`src/inc/lpm_pkg.sv`:
```
// Package of shared constants and carriers for the low power mode controller
package lpm_pkg;
    localparam int CTRL_W = 8;
    localparam int IDLE_POS = 0;
    localparam int PDOWN_POS = 1;
    localparam int GF0_POS = 2;
    localparam int GF1_POS = 3;
    localparam logic [7:0] CTRL_RESET = 8'h00;
    localparam int OSC_PER_MCYCLE = 12;
    localparam int RESET_MCYCLES = 2;
    localparam int RESET_OSC_PERIODS = OSC_PER_MCYCLE * RESET_MCYCLES;
    localparam int WAKE_SETTLE_NS = 1000;
    localparam int CLK_PERIOD_NS = 4;
    localparam int WAKE_SETTLE_CYC = (WAKE_SETTLE_NS + CLK_PERIOD_NS - 1) / CLK_PERIOD_NS;

    typedef enum logic [2:0] {
        LPM_RUN,
        LPM_IDLE,
        LPM_PDOWN,
        LPM_OSC_START,
        LPM_WAKE_DONE
    } lpm_mode_t;

    // Software write to the power control register
    typedef struct packed {
        logic wr;
        logic [7:0] data;
    } lpm_ctrl_wr_t;

    // Pin drive values while running
    typedef struct packed {
        logic ale;
        logic pss;
        logic [7:0] p0_out;
        logic [7:0] p0_oe;
        logic [7:0] p2_out;
    } lpm_pins_t;
endpackage

```
`src/lpm_ctrl.sv`:
```
// Idle and power-down mode controller for the 8-bit core
`timescale 1ns/100ps
module lpm_ctrl #(
    parameter int SETTLE_CYC = lpm_pkg::WAKE_SETTLE_CYC,
    parameter int RESET_HOLD = lpm_pkg::RESET_OSC_PERIODS
) (
    input wire logic SYS_CLK,
    input wire logic RESETN,
    input wire lpm_pkg::lpm_ctrl_wr_t CTRL_WR,
    input wire logic INSTR_DONE,
    input wire logic IRQ_PENDING,
    input wire logic IRQ_VECTOR,
    input wire logic EXT_IRQ_A_N,
    input wire logic EXT_IRQ_B_N,
    input wire logic EXT_IRQ_A_EN,
    input wire logic EXT_IRQ_B_EN,
    input wire logic IRQ_B_HIGHER,
    input wire logic EXT_PROG_MEM,
    input wire logic RST_PIN,
    input wire lpm_pkg::lpm_pins_t RUN_PINS,
    input wire logic [7:0] P2_ADDR,
    output logic [7:0] POWER_CTRL_REG,
    output logic CPU_CLK_EN,
    output logic PERIPH_CLK_EN,
    output logic OSC_EN,
    output logic MEM_WRITE_BLOCK,
    output logic SFR_INIT,
    output logic CORE_RESET,
    output logic WAKE_IRQ_A,
    output logic WAKE_IRQ_B,
    output lpm_pkg::lpm_pins_t PIN_DRIVE,
    output logic [2:0] MODE
);
    typedef struct packed {
        lpm_pkg::lpm_mode_t mode;
        logic [7:0] ctrl;
        logic [15:0] settle;
        logic wake_a;
        logic wake_b;
        logic wake_pulse_a;
        logic wake_pulse_b;
        logic [7:0] held_p0;
        logic [7:0] held_p0_oe;
        logic [7:0] held_p2;
        logic sfr_init;
    } lpm_state_t;

    lpm_state_t st;
    lpm_state_t next_st;
    logic osc_tick;
    logic rst_done;
    logic a_low;
    logic b_low;

    function automatic logic bit_of(input logic [7:0] r, input int pos);
        return r[pos];
    endfunction

    function automatic logic cpu_running(input lpm_pkg::lpm_mode_t m);
        return m == lpm_pkg::LPM_RUN;
    endfunction

    function automatic logic osc_stopped(input lpm_pkg::lpm_mode_t m);
        return m == lpm_pkg::LPM_PDOWN;
    endfunction

    // Enabled wake pins only
    assign a_low = EXT_IRQ_A_EN && !EXT_IRQ_A_N;
    assign b_low = EXT_IRQ_B_EN && !EXT_IRQ_B_N;

    // Reset counting needs a running oscillator; during power-down it waits
    assign osc_tick = !osc_stopped(st.mode);

    lpm_reset_stretch #(
        .HOLD(RESET_HOLD)
    ) u_rst (
        .clk(SYS_CLK),
        .resetn(RESETN),
        .osc_tick(osc_tick),
        .rst_req(RST_PIN),
        .rst_done(rst_done)
    );

    always_comb begin
        next_st = st;
        next_st.wake_pulse_a = 1'b0;
        next_st.wake_pulse_b = 1'b0;
        next_st.sfr_init = 1'b0;
        if (rst_done) begin
            // Reset leaves any mode and reinitialises registers, RAM untouched
            next_st.mode = lpm_pkg::LPM_RUN;
            next_st.ctrl = lpm_pkg::CTRL_RESET;
            next_st.sfr_init = 1'b1;
            next_st.settle = '0;
        end else begin
            case (st.mode)
                lpm_pkg::LPM_RUN: begin
                    if (CTRL_WR.wr) begin
                        next_st.ctrl = CTRL_WR.data;
                    end
                    // Capture pin levels as the mode begins
                    next_st.held_p0 = RUN_PINS.p0_out;
                    next_st.held_p0_oe = RUN_PINS.p0_oe;
                    next_st.held_p2 = RUN_PINS.p2_out;
                    if (INSTR_DONE) begin
                        if (bit_of(st.ctrl, lpm_pkg::PDOWN_POS)) begin
                            next_st.mode = lpm_pkg::LPM_PDOWN;
                        end else if (bit_of(st.ctrl, lpm_pkg::IDLE_POS)) begin
                            next_st.mode = lpm_pkg::LPM_IDLE;
                        end
                    end
                end
                lpm_pkg::LPM_IDLE: begin
                    if (IRQ_PENDING) begin
                        next_st.ctrl[lpm_pkg::IDLE_POS] = 1'b0;
                        next_st.mode = lpm_pkg::LPM_RUN;
                    end
                end
                lpm_pkg::LPM_PDOWN: begin
                    // Reset pin needs the oscillator back before it can count
                    if (a_low || b_low || RST_PIN) begin
                        next_st.mode = lpm_pkg::LPM_OSC_START;
                        next_st.settle = '0;
                        // Latch now so a short low pulse cannot strand the exit
                        next_st.wake_a = a_low;
                        next_st.wake_b = b_low;
                    end
                end
                lpm_pkg::LPM_OSC_START: begin
                    if (st.settle != 16'(SETTLE_CYC)) begin
                        next_st.settle = st.settle + 16'h0001;
                    end
                    // First released pin completes the exit
                    if ((st.wake_a && EXT_IRQ_A_N) || (st.wake_b && EXT_IRQ_B_N)) begin
                        next_st.mode = lpm_pkg::LPM_WAKE_DONE;
                    end else begin
                        next_st.wake_a = st.wake_a || a_low;
                        next_st.wake_b = st.wake_b || b_low;
                    end
                    if (!st.wake_a && !st.wake_b) begin
                        next_st.wake_a = a_low;
                        next_st.wake_b = b_low;
                    end
                    // Source gone before anything latched: back to sleep
                    if (!st.wake_a && !st.wake_b && !a_low && !b_low && !RST_PIN) begin
                        next_st.mode = lpm_pkg::LPM_PDOWN;
                    end
                end
                lpm_pkg::LPM_WAKE_DONE: begin
                    // Higher-priority routine wins when both pins woke
                    if (st.wake_a && st.wake_b) begin
                        next_st.wake_pulse_a = !IRQ_B_HIGHER;
                        next_st.wake_pulse_b = IRQ_B_HIGHER;
                    end else begin
                        next_st.wake_pulse_a = st.wake_a;
                        next_st.wake_pulse_b = st.wake_b;
                    end
                    next_st.wake_a = 1'b0;
                    next_st.wake_b = 1'b0;
                    // Registers untouched; only mode bits drop when vectoring
                    next_st.ctrl[lpm_pkg::PDOWN_POS] = 1'b0;
                    next_st.ctrl[lpm_pkg::IDLE_POS] = 1'b0;
                    next_st.mode = lpm_pkg::LPM_RUN;
                end
                default: begin
                    next_st.mode = lpm_pkg::LPM_RUN;
                end
            endcase
        end
        if (IRQ_VECTOR && cpu_running(st.mode) && !rst_done && !CTRL_WR.wr) begin
            next_st.ctrl[lpm_pkg::PDOWN_POS] = 1'b0;
        end
    end

    always_ff @(posedge SYS_CLK or negedge RESETN) begin
        if (!RESETN) begin
            st <= '0;
        end else begin
            st <= next_st;
        end
    end

    // Pin behaviour per mode
    always_comb begin
        PIN_DRIVE = RUN_PINS;
        case (st.mode)
            lpm_pkg::LPM_IDLE: begin
                PIN_DRIVE.ale = 1'b1;
                PIN_DRIVE.pss = 1'b1;
                PIN_DRIVE.p0_out = st.held_p0;
                PIN_DRIVE.p0_oe = EXT_PROG_MEM ? 8'h00 : st.held_p0_oe;
                PIN_DRIVE.p2_out = EXT_PROG_MEM ? P2_ADDR : st.held_p2;
            end
            lpm_pkg::LPM_PDOWN, lpm_pkg::LPM_OSC_START, lpm_pkg::LPM_WAKE_DONE: begin
                PIN_DRIVE.ale = 1'b0;
                PIN_DRIVE.pss = 1'b0;
                PIN_DRIVE.p0_out = st.held_p0;
                PIN_DRIVE.p0_oe = EXT_PROG_MEM ? 8'h00 : st.held_p0_oe;
                PIN_DRIVE.p2_out = st.held_p2;
            end
            default: begin
                PIN_DRIVE = RUN_PINS;
            end
        endcase
    end

    // CPU clock halts in idle and power-down; state held by the gated core
    assign CPU_CLK_EN = cpu_running(st.mode);
    assign PERIPH_CLK_EN = st.mode == lpm_pkg::LPM_RUN || st.mode == lpm_pkg::LPM_IDLE;
    assign OSC_EN = !osc_stopped(st.mode);
    assign MEM_WRITE_BLOCK = !cpu_running(st.mode);
    assign SFR_INIT = st.sfr_init;
    assign CORE_RESET = RST_PIN;
    assign WAKE_IRQ_A = st.wake_pulse_a;
    assign WAKE_IRQ_B = st.wake_pulse_b;
    assign POWER_CTRL_REG = st.ctrl;
    assign MODE = st.mode;
endmodule

```
`src/lpm_reset_stretch.sv`:
```
// Counts reset hold time in oscillator periods while the oscillator runs
`timescale 1ns/100ps
module lpm_reset_stretch #(
    parameter int HOLD = lpm_pkg::RESET_OSC_PERIODS
) (
    input wire logic clk,
    input wire logic resetn,
    input wire logic osc_tick,
    input wire logic rst_req,
    output logic rst_done
);
    typedef struct packed {
        logic [7:0] cnt;
        logic done;
    } lpm_rs_state_t;

    lpm_rs_state_t st;
    lpm_rs_state_t next_st;

    always_comb begin
        next_st = st;
        if (!rst_req) begin
            next_st.cnt = 8'h00;
            next_st.done = 1'b0;
        end else if (osc_tick && !st.done) begin
            if (st.cnt == 8'(HOLD - 1)) begin
                next_st.done = 1'b1;
            end else begin
                next_st.cnt = st.cnt + 8'h01;
            end
        end
    end

    always_ff @(posedge clk or negedge resetn) begin
        if (!resetn) begin
            st <= '0;
        end else begin
            st <= next_st;
        end
    end

    assign rst_done = st.done;
endmodule

```
`config.mk`:
```
export PLATFORM = sky130hd
export DESIGN_NAME = lpm_ctrl
export DESIGN_NICKNAME = d
export VERILOG_FILES = /design/src/inc/lpm_pkg.sv /design/src/lpm_ctrl.sv /design/src/lpm_reset_stretch.sv
export SDC_FILE = /design/constraint.sdc
export NUM_CORES = 1
export LEC_CHECK = 0
export ABC_AREA = 1
export ABC_CLOCK_PERIOD_IN_PS = 2200
export BUFFER_PORTS_ARGS = -buffer_cell sky130_fd_sc_hd__buf_4
export CAP_MARGIN = 15
export CORE_ASPECT_RATIO = 2
export CORE_UTILIZATION = 51
export CTS_CLUSTER_SIZE = 14
export DETAILED_ROUTE_END_ITERATION = 10
export PLACE_DENSITY = 0.91
export SKIP_CTS_REPAIR_TIMING = 1
export SLEW_MARGIN = 20
export SYNTH_ARGS = -nofsm -noshare
export SYNTH_HDL_FRONTEND = slang
export SYNTH_SLANG_ARGS = --single-unit
```
`constraint.sdc`:
```
create_clock -name SYS_CLK -period 2.2 [get_ports SYS_CLK]
set_clock_uncertainty 0.1 [all_clocks]
set_input_delay 0.44 -clock SYS_CLK [delete_from_list [all_inputs] [get_ports SYS_CLK]]
set_output_delay 0.44 -clock SYS_CLK [all_outputs]
set_load 0.03 [all_outputs]
```
==> results of run 1 <==
-- registers in the layout, summed over array words and instances (netlist names) --
signal,count
u_rst.rst_done,1
MODE,3
WAKE_IRQ_B,1
st,26
WAKE_IRQ_A,1
POWER_CTRL_REG,8
u_rst.st,8
SFR_INIT,1
-- worst max-delay path: stages (launching register included) --
cell                         delay, ns
sky130_fd_sc_hd__dfrtp_2          0.46
sky130_fd_sc_hd__buf_6            0.14
sky130_fd_sc_hd__nor2_4           0.12
sky130_fd_sc_hd__nand2_4          0.13
sky130_fd_sc_hd__buf_12           0.15
sky130_fd_sc_hd__clkinvlp_4       0.13
sky130_fd_sc_hd__nand2_1          0.08
sky130_fd_sc_hd__o211ai_1         0.10
sky130_fd_sc_hd__buf_4            0.20
-- cells by family after synthesis --
kind of cell,Yosys count,synth area share
AND/OR/NAND/NOR,188,0.2881
buffers and inverters,79,0.1311
AO/OA/AOI/OAI,76,0.1616
flip-flops,49,0.4092
XOR/XNOR,2,0.005847
adder cells (fa/ha/maj),1,0.004175
-- layer usage --
layer  vias to the layer above  share of wire  global-route usage
met5                         -              0                   0
met4                         0          0.041              0.1561
met3                        31          0.046             0.03630
met2                       134           0.57              0.4810
met1                      1515           0.34              0.2525
li1                       1480              -                   -
-- layout by cell type (no fill, tap or decap), types with 4 or more instances in the layout --
cell                          n
sky130_fd_sc_hd__buf_4      101
sky130_fd_sc_hd__buf_6       13
sky130_fd_sc_hd__clkbuf_16    5
sky130_fd_sc_hd__dfrtp_1     47
sky130_fd_sc_hd__inv_1       48
sky130_fd_sc_hd__inv_8        5
sky130_fd_sc_hd__nand2_1    112
sky130_fd_sc_hd__nand2_2      5
sky130_fd_sc_hd__nand2_4      5
sky130_fd_sc_hd__nand3_1     28
sky130_fd_sc_hd__nand3_2      5
sky130_fd_sc_hd__nand4_1      5
sky130_fd_sc_hd__nor2_1      17
sky130_fd_sc_hd__o211ai_1     7
sky130_fd_sc_hd__o21ai_0     40
sky130_fd_sc_hd__o21ai_1      4
sky130_fd_sc_hd__o21ai_2      6
sky130_fd_sc_hd__o31ai_2      8
-- cell type report --
type | count | area, um^2
fillers | 424 | 1473
repair buffers | 117 | 964.7
multi-input cells | 268 | 1488
clock buffers | 7 | 142.6
clock inverters | 1 | 30.03
inverters | 54 | 245.2
repair inverters | 5 | 61.31
flip-flops and latches | 49 | 1229
well taps | 61 | 76.32
-- synthesized netlist by cell type --
| library cell | n |
|---|---|
| sky130_fd_sc_hd__a211oi_1 | 1 |
| sky130_fd_sc_hd__inv_2 | 2 |
| sky130_fd_sc_hd__nand2_2 | 1 |
| sky130_fd_sc_hd__nor2_2 | 1 |
| sky130_fd_sc_hd__o211ai_1 | 7 |
| sky130_fd_sc_hd__o21ai_1 | 12 |
| sky130_fd_sc_hd__xor2_1 | 2 |
| sky130_fd_sc_hd__buf_2 | 5 |
| sky130_fd_sc_hd__nand3b_1 | 1 |
| sky130_fd_sc_hd__a21oi_1 | 3 |
| sky130_fd_sc_hd__dfrtp_1 | 49 |
| sky130_fd_sc_hd__nor2_8 | 1 |
| sky130_fd_sc_hd__o211ai_2 | 2 |
| sky130_fd_sc_hd__nor2_1 | 17 |
| sky130_fd_sc_hd__buf_4 | 13 |
| sky130_fd_sc_hd__nand2_4 | 3 |
| sky130_fd_sc_hd__nor3_1 | 3 |
| sky130_fd_sc_hd__inv_6 | 3 |
| sky130_fd_sc_hd__buf_6 | 2 |
| sky130_fd_sc_hd__ha_1 | 1 |
| sky130_fd_sc_hd__o21ai_0 | 40 |
| sky130_fd_sc_hd__o31ai_2 | 8 |
| sky130_fd_sc_hd__nand2_1 | 118 |
| sky130_fd_sc_hd__nand3_2 | 1 |
| sky130_fd_sc_hd__nand3_1 | 32 |
| sky130_fd_sc_hd__inv_1 | 49 |
| sky130_fd_sc_hd__a21oi_2 | 1 |
| sky130_fd_sc_hd__nand4_1 | 5 |
| sky130_fd_sc_hd__buf_8 | 1 |
| sky130_fd_sc_hd__o22ai_1 | 1 |
| sky130_fd_sc_hd__a2111oi_0 | 1 |
| sky130_fd_sc_hd__nand3_4 | 1 |
| sky130_fd_sc_hd__or2_2 | 1 |
| sky130_fd_sc_hd__nor2_4 | 2 |
| sky130_fd_sc_hd__nand2_8 | 1 |
| sky130_fd_sc_hd__clkbuf_1 | 4 |
-- path summary, 6_finish.rpt --
kind	start	end	slack [ns]	cells past startpoint
max	MODE[1]$_DFFE_PN0P_	PIN_DRIVE[6]	-0.14	8
min	RESETN	st[27]$_DFFE_PN0P_	0.07	1
max reg2reg	u_rst.st[1]$_DFFE_PN0P_	u_rst.st[8]$_DFFE_PN0P_	0.41	9
min reg2reg	st[1]$_DFFE_PN0N_	st[1]$_DFFE_PN0N_	0.39	2
max in group asynchronous	RESETN	MODE[1]$_DFFE_PN0P_	1.47	1
min in group SYS_CLK	RUN_PINS[10]	st[11]$_DFFE_PN0N_	0.27	3
-- power by group through the flow --
stage          registers, mW  clock network, mW  logic (mW)
2_1_floorplan           1.40                  0        2.60
4_1_cts                 1.42              0.907        3.50
3_5_place_dp            1.44                  0        3.48
3_3_place_gp            1.42                  0        3.39
5_1_grt                 1.46              0.934        4.59
6_report                1.43              0.887        4.31
==> impl_metrics.prom, run 1 <==
# TYPE chip_impl_metric gauge
chip_impl_metric{name="detail_route.iter0.violations",unit=""} 182
chip_impl_metric{name="vias_per_cell",unit=""} 5.623
chip_impl_metric{name="maximum_number_of_pins_on_one_net_before_global_route_repair",unit=""} 50
chip_impl_metric{name="die_x",unit="um"} 56.20
chip_impl_info{name="critPathCaptureType",value="output port"} 1
chip_impl_metric{name="wl",unit="um"} 8887
chip_impl_metric{name="post-route-worst-setup-slack",unit="ns"} -0.1385
chip_impl_metric{name="io_pins",unit=""} 100
chip_impl_metric{name="initial_utilization",unit=""} 0.5249
chip_impl_metric{name="yosys_warnings",unit=""} 0
chip_impl_metric{name="syn_area_per_cell",unit="um^2"} 7.586
chip_impl_metric{name="power.sequential.fraction",unit=""} 0.216
chip_impl_metric{name="layout-drive-gt1-share",unit=""} 0.3573
chip_impl_metric{name="dieHeight",unit="um"} 110.4
chip_impl_metric{name="worst_slew_pin_slew",unit="ns"} 0.6319
chip_impl_info{name="ys_top_cells_by_area",value="sky130_fd_sc_hd__dfrtp_1 (41%), sky130_fd_sc_hd__nand2_1 (15%), sky130_fd_sc_hd__o21ai_0 (6.7%)"} 1
chip_impl_metric{name="pwr-share-comb",unit=""} 0.650
chip_impl_metric{name="internal-power",unit="mW"} 3.394
chip_impl_info{name="outcome",value="finished with violations"} 1
chip_impl_metric{name="finalCriticalPeriod",unit="ns"} 2.339
chip_impl_metric{name="antenna_cells",unit=""} 0
chip_impl_metric{name="ys_ff_latch",unit=""} 49
chip_impl_metric{name="timing.final.setup_violations",unit=""} 24
chip_impl_metric{name="numCtsBuffers",unit=""} 5
chip_impl_metric{name="first_global_vias",unit=""} 2967
chip_impl_metric{name="port_buffer_cells",unit=""} 99
chip_impl_metric{name="drcViolationCount",unit=""} 0
chip_impl_metric{name="power.total",unit="mW"} 6.623
chip_impl_metric{name="place.detailed.instances",unit=""} 534
chip_impl_info{name="tritoncts_clock_tree",value="yes"} 1
chip_impl_info{name="critical_path.startpoint_type",value="register"} 1
chip_impl_metric{name="dr.pass1.iters",unit=""} 5
chip_impl_metric{name="syn_area",unit="um^2"} 2997
chip_impl_metric{name="worstPathArrival",unit="ns"} 1.80
chip_impl_metric{name="final_core_util",unit=""} 0.7421
chip_impl_metric{name="h-tree-depth",unit=""} 2
chip_impl_metric{name="numClockSinks",unit=""} 49
chip_impl_metric{name="place_congestion",unit=""} 0.8909
chip_impl_metric{name="synthesis.instances",unit=""} 395
chip_impl_metric{name="place_area",unit="um^2"} 3714
chip_impl_metric{name="leakagePower",unit="nW"} 2.219
chip_impl_info{name="worst-setup-path-type",value="reg -> out"} 1
chip_impl_info{name="violations",value="negative setup slack"} 1
chip_impl_metric{name="die_area",unit="um^2"} 6205
chip_impl_metric{name="final_design_area_no_fill",unit="um^2"} 4237
chip_impl_metric{name="crit_path_max_fanout",unit=""} 8
chip_impl_metric{name="vdd_drop_max",unit="mV"} 1.461
chip_impl_metric{name="floorplan_core_area",unit="um^2"} 5709
chip_impl_metric{name="timing.final.crit_share",unit=""} 1.063
chip_impl_metric{name="vias",unit=""} 3160
chip_impl_metric{name="timing.final.hold_violations",unit=""} 0
chip_impl_metric{name="max-clock-path-buffers",unit=""} 2
chip_impl_metric{name="wl_per_cell",unit="um"} 15.81
chip_impl_metric{name="synthDominantCellAreaShare",unit=""} 0.4092
chip_impl_metric{name="final_nets",unit=""} 556
chip_impl_metric{name="num_rows",unit=""} 39
chip_impl_metric{name="cp.required",unit="ns"} 1.66
chip_impl_metric{name="max_cap_viol_count",unit=""} 0
chip_impl_metric{name="slew-limit-headroom",unit=""} 0.5788
chip_impl_metric{name="seq_area_frac_synth",unit=""} 0.4092
chip_impl_metric{name="pwr-share-clk",unit=""} 0.134
chip_impl_metric{name="p_switching",unit="mW"} 3.229
chip_impl_metric{name="number_of_non_filler_instances_in_the_completed_layout",unit=""} 562
chip_impl_metric{name="hpwl",unit="um"} 5807
chip_impl_metric{name="post-place-ws",unit="ns"} 0.05966
chip_impl_metric{name="synth_cell_types",unit=""} 36
chip_impl_metric{name="area_delta_synth_final",unit="%"} 41.38
chip_impl_metric{name="global_route_wire_length_before_repair",unit="um"} 12540
chip_impl_metric{name="p_per_area",unit="nW/um^2"} 1563
chip_impl_metric{name="path_clk_slew",unit="ns"} 0.06
chip_impl_metric{name="initial_antenna_violation_count",unit=""} 0
chip_impl_metric{name="power.share.switching",unit=""} 0.4875
chip_impl_metric{name="antenna_left",unit=""} 0
chip_impl_metric{name="final.hold.worst_slack",unit="ns"} 0.07379
chip_impl_info{name="clk_root_buffer_cell",value="sky130_fd_sc_hd__clkbuf_16"} 1
chip_impl_metric{name="maxClockFrequency",unit="MHz"} 427.6
chip_impl_metric{name="finalMaxSlewViolations",unit=""} 0
chip_impl_info{name="grt_setup_unrepaired",value="yes"} 1
chip_impl_metric{name="clock_insertion_delay_worst_skew",unit="ns"} 0.28
chip_impl_metric{name="track_usage",unit=""} 0.2563
chip_impl_metric{name="fin_setup_tns",unit="ns"} -2.330
chip_impl_info{name="synth_largest_area_cell",value="sky130_fd_sc_hd__dfrtp_1"} 1
chip_impl_metric{name="globalRoute.totalOverflow",unit=""} 0
chip_impl_metric{name="syn_nets",unit=""} 451
chip_impl_info{name="timing.hold.worst.class",value="in -> async"} 1
Note: power is estimated with default switching activity, not from simulation.
==> inputs of run 2 (changes only) <==
- ABC_CLOCK_PERIOD_IN_PS: 2200 -> default
- PLACE_DENSITY: 0.91 -> 0.84
- SKIP_CTS_REPAIR_TIMING: 1 -> default
==> impl_metrics.prom, run 2 (same netlist as run 1, synthesis figures left out) <==
# TYPE chip_impl_metric gauge
chip_impl_info{name="outcome",value="finished with violations"} 1
chip_impl_info{name="violations",value="negative setup slack"} 1
chip_impl_metric{name="detail_route.iter0.violations",unit=""} 176
chip_impl_info{name="largest_register",value="st"} 1
chip_impl_metric{name="first_global_vias",unit=""} 3143
chip_impl_metric{name="cts_hold_buffers",unit=""} 0
chip_impl_metric{name="dr.pass1.iters",unit=""} 5
chip_impl_info{name="timing.hold.worst.class",value="in -> async"} 1
chip_impl_metric{name="numClockSinks",unit=""} 49
chip_impl_metric{name="area.sequential",unit="um^2"} 1229
chip_impl_metric{name="timing.final.setup_violations",unit=""} 23
chip_impl_metric{name="leakagePower",unit="nW"} 2.166
chip_impl_metric{name="numCtsBuffers",unit=""} 5
chip_impl_info{name="clk_root_buffer_cell",value="sky130_fd_sc_hd__clkbuf_16"} 1
chip_impl_metric{name="place_congestion",unit=""} 0.8699
chip_impl_metric{name="post-route-worst-setup-slack",unit="ns"} -0.06431
chip_impl_info{name="grt_setup_unrepaired",value="yes"} 1
chip_impl_metric{name="globalRoute.totalOverflow",unit=""} 0
chip_impl_metric{name="vias",unit=""} 3104
chip_impl_metric{name="place.detailed.instances",unit=""} 536
chip_impl_metric{name="worst_slew_pin_slew",unit="ns"} 0.6370
chip_impl_metric{name="crit_path_max_fanout",unit=""} 20
chip_impl_metric{name="max-clock-path-buffers",unit=""} 2
chip_impl_metric{name="p_per_area",unit="nW/um^2"} 1552
chip_impl_metric{name="worst-r2r-setup-slack",unit="ns"} 0.22
chip_impl_info{name="worst-setup-path-type",value="reg -> out"} 1
chip_impl_metric{name="cp.required",unit="ns"} 1.66
chip_impl_info{name="critPathCaptureType",value="output port"} 1
chip_impl_metric{name="floorplan_core_area",unit="um^2"} 5709
chip_impl_metric{name="wl_per_cell",unit="um"} 16.17
chip_impl_metric{name="antenna_cells",unit=""} 0
chip_impl_metric{name="num_rows",unit=""} 39
chip_impl_metric{name="final.hold.worst_slack",unit="ns"} 0.06657
chip_impl_metric{name="die_area",unit="um^2"} 6205
chip_impl_metric{name="die_x",unit="um"} 56.20
chip_impl_metric{name="wl",unit="um"} 8977
chip_impl_metric{name="post-place-ws",unit="ns"} 0.06617
chip_impl_metric{name="io_pins",unit=""} 100
chip_impl_metric{name="h-tree-depth",unit=""} 2
chip_impl_metric{name="track_usage",unit=""} 0.2888
chip_impl_metric{name="slew-limit-headroom",unit=""} 0.5753
chip_impl_metric{name="multi_input_gate_area",unit="um^2"} 1554
chip_impl_metric{name="clock_insertion_delay_worst_skew",unit="ns"} 0.30
chip_impl_info{name="layout.cells.most_common",value="sky130_fd_sc_hd__nand2_1"} 1
chip_impl_metric{name="vias_per_cell",unit=""} 5.593
chip_impl_metric{name="rr_worst_depth",unit=""} 8
chip_impl_metric{name="vdd_drop_max",unit="mV"} 1.348
chip_impl_metric{name="antenna_left",unit=""} 0
chip_impl_metric{name="global_route_wire_length_before_repair",unit="um"} 14090
chip_impl_metric{name="maxClockFrequency",unit="MHz"} 441.6
chip_impl_metric{name="fin_setup_tns",unit="ns"} -0.8628
chip_impl_metric{name="final_nets",unit=""} 549
chip_impl_metric{name="area_delta_synth_final",unit="%"} 40.79
chip_impl_metric{name="dieHeight",unit="um"} 110.4
chip_impl_metric{name="fillers",unit=""} 413
chip_impl_metric{name="largest_reg_flops",unit=""} 26
chip_impl_metric{name="initial_utilization",unit=""} 0.5249
chip_impl_metric{name="initial_antenna_violation_count",unit=""} 0
chip_impl_metric{name="number_of_non_filler_instances_in_the_completed_layout",unit=""} 555
chip_impl_metric{name="hpwl",unit="um"} 5750
chip_impl_metric{name="finalCriticalPeriod",unit="ns"} 2.264
chip_impl_metric{name="maximum_number_of_pins_on_one_net_before_global_route_repair",unit=""} 50
chip_impl_info{name="worstReg2RegStart",value="MODE[2]$_DFFE_PN0P_"} 1
chip_impl_info{name="leading_cell_types_in_the_layout_fill_and_taps_excluded",value="sky130_fd_sc_hd__nand2_1 (108), sky130_fd_sc_hd__buf_4 (95), sky130_fd_sc_hd__inv_1 (48)"} 1
chip_impl_metric{name="timing.final.crit_share",unit=""} 1.029
chip_impl_metric{name="port_buffer_cells",unit=""} 99
chip_impl_metric{name="finalMaxSlewViolations",unit=""} 0
chip_impl_info{name="tritoncts_clock_tree",value="yes"} 1
chip_impl_metric{name="drcViolationCount",unit=""} 0
chip_impl_metric{name="path_clk_slew",unit="ns"} 0.07
chip_impl_info{name="worstReg2RegEnd",value="st[23]$_DFFE_PN0N_"} 1
chip_impl_metric{name="layout-drive-gt1-share",unit=""} 0.3543
chip_impl_info{name="critical_path.startpoint_type",value="register"} 1
chip_impl_metric{name="max_cap_viol_count",unit=""} 0
chip_impl_metric{name="timing.final.hold_violations",unit=""} 0
chip_impl_metric{name="final_core_util",unit=""} 0.7390
chip_impl_metric{name="worstPathArrival",unit="ns"} 1.72
==> run 2: changes by cell type in the layout (fill, tap and decap cells not counted), moves of 3 or more <==
cell,change
sky130_fd_sc_hd__o31ai_4,+8
sky130_fd_sc_hd__nand2_1,-4
sky130_fd_sc_hd__buf_4,-6
sky130_fd_sc_hd__buf_6,+3
sky130_fd_sc_hd__inv_8,-3
sky130_fd_sc_hd__nand2_2,+5
sky130_fd_sc_hd__o31ai_2,-8
==> run 2: area by class of cell <==
type	count	share of cell area
repair buffers	112	0.2165
flip-flops and latches	49	0.2912
clock inverters	3	0.01097
clock buffers	5	0.02966
well taps	61	0.01809
multi-input cells	268	0.3683
inverters	54	0.05575
repair inverters	3	0.009490
==> run 2: worst max-delay path: stages, from the launching register on <==
cell	delay [ns]
sky130_fd_sc_hd__dfrtp_2	0.47
sky130_fd_sc_hd__nor2_4	0.20
sky130_fd_sc_hd__nand2_8	0.11
sky130_fd_sc_hd__nand2_8	0.20
sky130_fd_sc_hd__inv_16	0.09
sky130_fd_sc_hd__nand2_2	0.11
sky130_fd_sc_hd__o31ai_4	0.08
sky130_fd_sc_hd__buf_6	0.15
==> run 2: worst max path at each step <==
stage	from	endpoint	cells past startpoint
4_1_cts	MODE[1]$_DFFE_PN0P_	PIN_DRIVE[10]	8
6_report	MODE[2]$_DFFE_PN0P_	PIN_DRIVE[15]	7
5_1_grt	MODE[1]$_DFFE_PN0P_	PIN_DRIVE[6]	9
3_3_place_gp	MODE[1]$_DFFE_PN0P_	PIN_DRIVE[8]	9
3_5_place_dp	MODE[1]$_DFFE_PN0P_	PIN_DRIVE[14]	9
2_1_floorplan	MODE[1]$_DFFE_PN0P_	PIN_DRIVE[10]	6
==> run 2: routing by layer <==
metal  part of all wire  vias to the layer above  global-route usage
met2               0.56                      129              0.5421
met5                  0                        -                   0
met1               0.36                     1488              0.3053
met3              0.046                       23             0.04333
li1                   -                     1464                   -
met4              0.029                        0              0.1285
==> run 2: timing repair <==
item / in CTS / in global routing
gates cloned: 4 / 0
endpoints found under the hold margin: 0 / 0
resized for setup: 26 / 26
setup buffers: 5 / 2
setup endpoints to repair: 24 / 24
pin swaps: 3 / 5
==> run 2: power breakdown <==
part / switching (mW) / internal [mW]
logic: 2.72 / 1.50
clock network: 0.351 / 0.538
registers: 0.199 / 1.24
total: 3.27 / 3.28
==> run 2: through the flow <==
step,instance area [um^2],power (mW)
CTS,4086,6.238
global route,4219,6.918
global placement,3729,4.855
detailed placement,3729,4.933
finish,4219,6.548
floorplan,3027,4.007
==> inputs of run 3 (changes only) <==
- CELL_PAD_IN_SITES_DETAIL_PLACEMENT: default -> 1
- CELL_PAD_IN_SITES_GLOBAL_PLACEMENT: default -> 1
- CORE_UTILIZATION: 51 -> 36
- PLACE_DENSITY: 0.84 -> 0.83
==> impl_metrics.prom, run 3 (same netlist as run 1, synthesis figures left out) <==
# TYPE chip_impl_metric gauge
chip_impl_info{name="outcome",value="finished with violations"} 1
chip_impl_info{name="violations",value="negative setup slack"} 1
chip_impl_metric{name="met3_usage",unit=""} 0.03038
chip_impl_metric{name="rr_worst_depth",unit=""} 9
chip_impl_info{name="layout.cells.most_common",value="sky130_fd_sc_hd__nand2_1"} 1
chip_impl_metric{name="cts_hold_buffers",unit=""} 0
chip_impl_metric{name="path_clk_slew",unit="ns"} 0.07
chip_impl_info{name="critPathTopFamily",value="buffers and inverters"} 1
chip_impl_info{name="critPathCaptureType",value="output port"} 1
chip_impl_metric{name="crit_path_max_fanout",unit=""} 8
chip_impl_metric{name="clock_insertion_delay_worst_skew",unit="ns"} 0.29
chip_impl_metric{name="vias_per_cell",unit=""} 5.150
chip_impl_metric{name="globalRoute.totalOverflow",unit=""} 0
chip_impl_metric{name="dr.pass1.iters",unit=""} 4
chip_impl_info{name="critical_path.startpoint_type",value="register"} 1
chip_impl_metric{name="floorplan_core_area",unit="um^2"} 8000
chip_impl_metric{name="hpwl",unit="um"} 6851
chip_impl_metric{name="leakagePower",unit="nW"} 2.212
chip_impl_metric{name="drcViolationCount",unit=""} 0
chip_impl_metric{name="antenna_left",unit=""} 0
chip_impl_metric{name="grt.met1_usage",unit=""} 0.2380
chip_impl_metric{name="place_area",unit="um^2"} 3772
chip_impl_metric{name="detail_route.iter0.violations",unit=""} 119
chip_impl_metric{name="initial_antenna_violation_count",unit=""} 0
chip_impl_metric{name="track_usage",unit=""} 0.2337
chip_impl_metric{name="maxClockFrequency",unit="MHz"} 434.2
chip_impl_metric{name="wl",unit="um"} 9707
chip_impl_metric{name="slew-limit-headroom",unit=""} 0.5665
chip_impl_metric{name="final_design_area_no_fill",unit="um^2"} 4348
chip_impl_info{name="timing.hold.worst.class",value="in -> async"} 1
chip_impl_info{name="clk_root_buffer_cell",value="sky130_fd_sc_hd__clkbuf_16"} 1
chip_impl_metric{name="post-route-worst-setup-slack",unit="ns"} -0.1033
chip_impl_info{name="grt.busiest_layer",value="met2"} 1
chip_impl_metric{name="h-tree-depth",unit=""} 2
chip_impl_metric{name="area_delta_synth_final",unit="%"} 45.09
chip_impl_metric{name="port_buffer_cells",unit=""} 99
chip_impl_metric{name="power.total",unit="mW"} 6.658
chip_impl_info{name="tritoncts_clock_tree",value="yes"} 1
chip_impl_info{name="largest_register",value="st"} 1
chip_impl_metric{name="path_depth",unit=""} 7
chip_impl_metric{name="wl_per_cell",unit="um"} 16.31
chip_impl_metric{name="dieHeight",unit="um"} 131.0
chip_impl_metric{name="worstPathArrival",unit="ns"} 1.76
chip_impl_metric{name="fillers",unit=""} 989
chip_impl_metric{name="fin_setup_tns",unit="ns"} -1.269
chip_impl_metric{name="die_x",unit="um"} 66.52
chip_impl_metric{name="timing.critical_path.buf_inv",unit=""} 4
chip_impl_metric{name="max_cap_viol_count",unit=""} 0
chip_impl_metric{name="maximum_number_of_pins_on_one_net_before_global_route_repair",unit=""} 50
chip_impl_metric{name="timing.final.hold_violations",unit=""} 0
chip_impl_metric{name="num_rows",unit=""} 46
chip_impl_metric{name="die_area",unit="um^2"} 8715
chip_impl_info{name="critical_path.slowest_cell",value="sky130_fd_sc_hd__dfrtp_1"} 1
chip_impl_metric{name="cp_slowest_stage_delay",unit="ns"} 0.44
chip_impl_metric{name="numClockSinks",unit=""} 49
chip_impl_metric{name="io_pins",unit=""} 100
chip_impl_metric{name="vias",unit=""} 3064
chip_impl_metric{name="global_route_wire_length_before_repair",unit="um"} 15390
chip_impl_info{name="grt_setup_unrepaired",value="yes"} 1
chip_impl_metric{name="grt_util_met2",unit=""} 0.4676
chip_impl_metric{name="timing.final.crit_share",unit=""} 1.047
chip_impl_metric{name="first_global_vias",unit=""} 3219
chip_impl_metric{name="finalCriticalPeriod",unit="ns"} 2.303
chip_impl_metric{name="final_nets",unit=""} 554
chip_impl_metric{name="numCtsBuffers",unit=""} 5
chip_impl_metric{name="final.hold.worst_slack",unit="ns"} 0.06028
chip_impl_metric{name="layout-drive-gt1-share",unit=""} 0.3908
chip_impl_metric{name="largest_reg_flops",unit=""} 26
chip_impl_metric{name="p_per_area",unit="nW/um^2"} 1531
chip_impl_metric{name="initial_utilization",unit=""} 0.3746
chip_impl_metric{name="worst_slew_pin_slew",unit="ns"} 0.6502
chip_impl_info{name="critical_path_cell_by_cell",value="buf_4, nand2_4, buf_6, clkinvlp_4, nand3_2, nand3_2, buf_6"} 1
chip_impl_metric{name="max-clock-path-buffers",unit=""} 2
chip_impl_metric{name="place_congestion",unit=""} 0.8114
chip_impl_info{name="leading_cell_types_in_the_layout_fill_and_taps_excluded",value="sky130_fd_sc_hd__nand2_1 (101), sky130_fd_sc_hd__buf_4 (96), sky130_fd_sc_hd__inv_1 (48)"} 1
chip_impl_info{name="worst-setup-path-type",value="reg -> out"} 1
chip_impl_metric{name="timing.final.setup_violations",unit=""} 21
chip_impl_metric{name="cp.required",unit="ns"} 1.66
chip_impl_metric{name="vdd_drop_max",unit="mV"} 0.6275
chip_impl_metric{name="antenna_cells",unit=""} 0
chip_impl_metric{name="finalMaxSlewViolations",unit=""} 0
[run 3: changes by cell type in the layout (fill, tap and decap cells not counted), sizes merged]
cell / previous run / this run
clkbuf: 5 / 6
clkinv: 1 / 0
inv: 56 / 55
nand2: 124 / 123
buf: 112 / 119
[run 3: area by class of cell]
cell class | instances | area, um^2 | area share
repair inverters | 2 | 28.78 | 0.006619
repair buffers | 119 | 988.4 | 0.2273
inverters | 54 | 235.2 | 0.05410
well taps | 96 | 120.1 | 0.02763
clock buffers | 6 | 138.9 | 0.03194
multi-input cells | 267 | 1570 | 0.3612
flip-flops and latches | 49 | 1229 | 0.2826
clock inverters | 2 | 37.54 | 0.008633
[run 3: timing repair]
action,4_1_cts,5_1_grt
pin swaps,6,10
setup endpoints to repair,24,26
resized for setup,26,41
setup buffers,13,1
cloned,2,0
[run 3: final timing paths]
check | from | end | slack (ns)
max in group asynchronous | RESETN | MODE[2]$_DFFE_PN0P_ | 1.45
setup / recovery | MODE[0]$_DFFE_PN0P_ | PIN_DRIVE[5] | -0.10
hold / removal | RESETN | st[11]$_DFFE_PN0N_ | 0.06
min in group SYS_CLK | IRQ_B_HIGHER | WAKE_IRQ_A$_DFF_PN0_ | 0.24
hold reg to reg | st[2]$_DFFE_PN0N_ | st[2]$_DFFE_PN0N_ | 0.40
setup reg to reg | MODE[1]$_DFFE_PN0P_ | POWER_CTRL_REG[7]$_DFFE_PN0P_ | 0.35
[run 3: report_power, final]
part | total, mW | switching (mW) | internal (mW)
clock network | 0.929 | 0.360 | 0.568
logic | 4.29 | 2.70 | 1.59
registers | 1.44 | 0.196 | 1.24
[run 3: through the flow]
step / worst slack (ns) / utilization / instances
global route: -0.1561 / 0.5435 / 595
CTS: -0.08195 / 0.5208 / 594
detailed placement: -0.03741 / 0.4715 / 571
finish: -0.1033 / 0.5435 / 595
floorplan: -0.07811 / - / 395
global placement: 0.08519 / 0.4715 / 571
[run 3: worst register-to-register path, cell delays in order (launching register included)]
cell and delay (ns):
sky130_fd_sc_hd__dfrtp_2 0.45, sky130_fd_sc_hd__buf_6 0.14, sky130_fd_sc_hd__nor2_4 0.13, sky130_fd_sc_hd__buf_4 0.12, sky130_fd_sc_hd__buf_4 0.15, sky130_fd_sc_hd__nand3_4 0.12
sky130_fd_sc_hd__inv_2 0.13, sky130_fd_sc_hd__buf_12 0.22, sky130_fd_sc_hd__nand3_1 0.12, sky130_fd_sc_hd__o21ai_0 0.09
[run 3: routing by layer]
layer / up-vias / part of all wire
met2: 78 / 0.59
met1: 1507 / 0.35
met4: 0 / 0.019
met5: - / 0
met3: 12 / 0.036
li1: 1467 / -
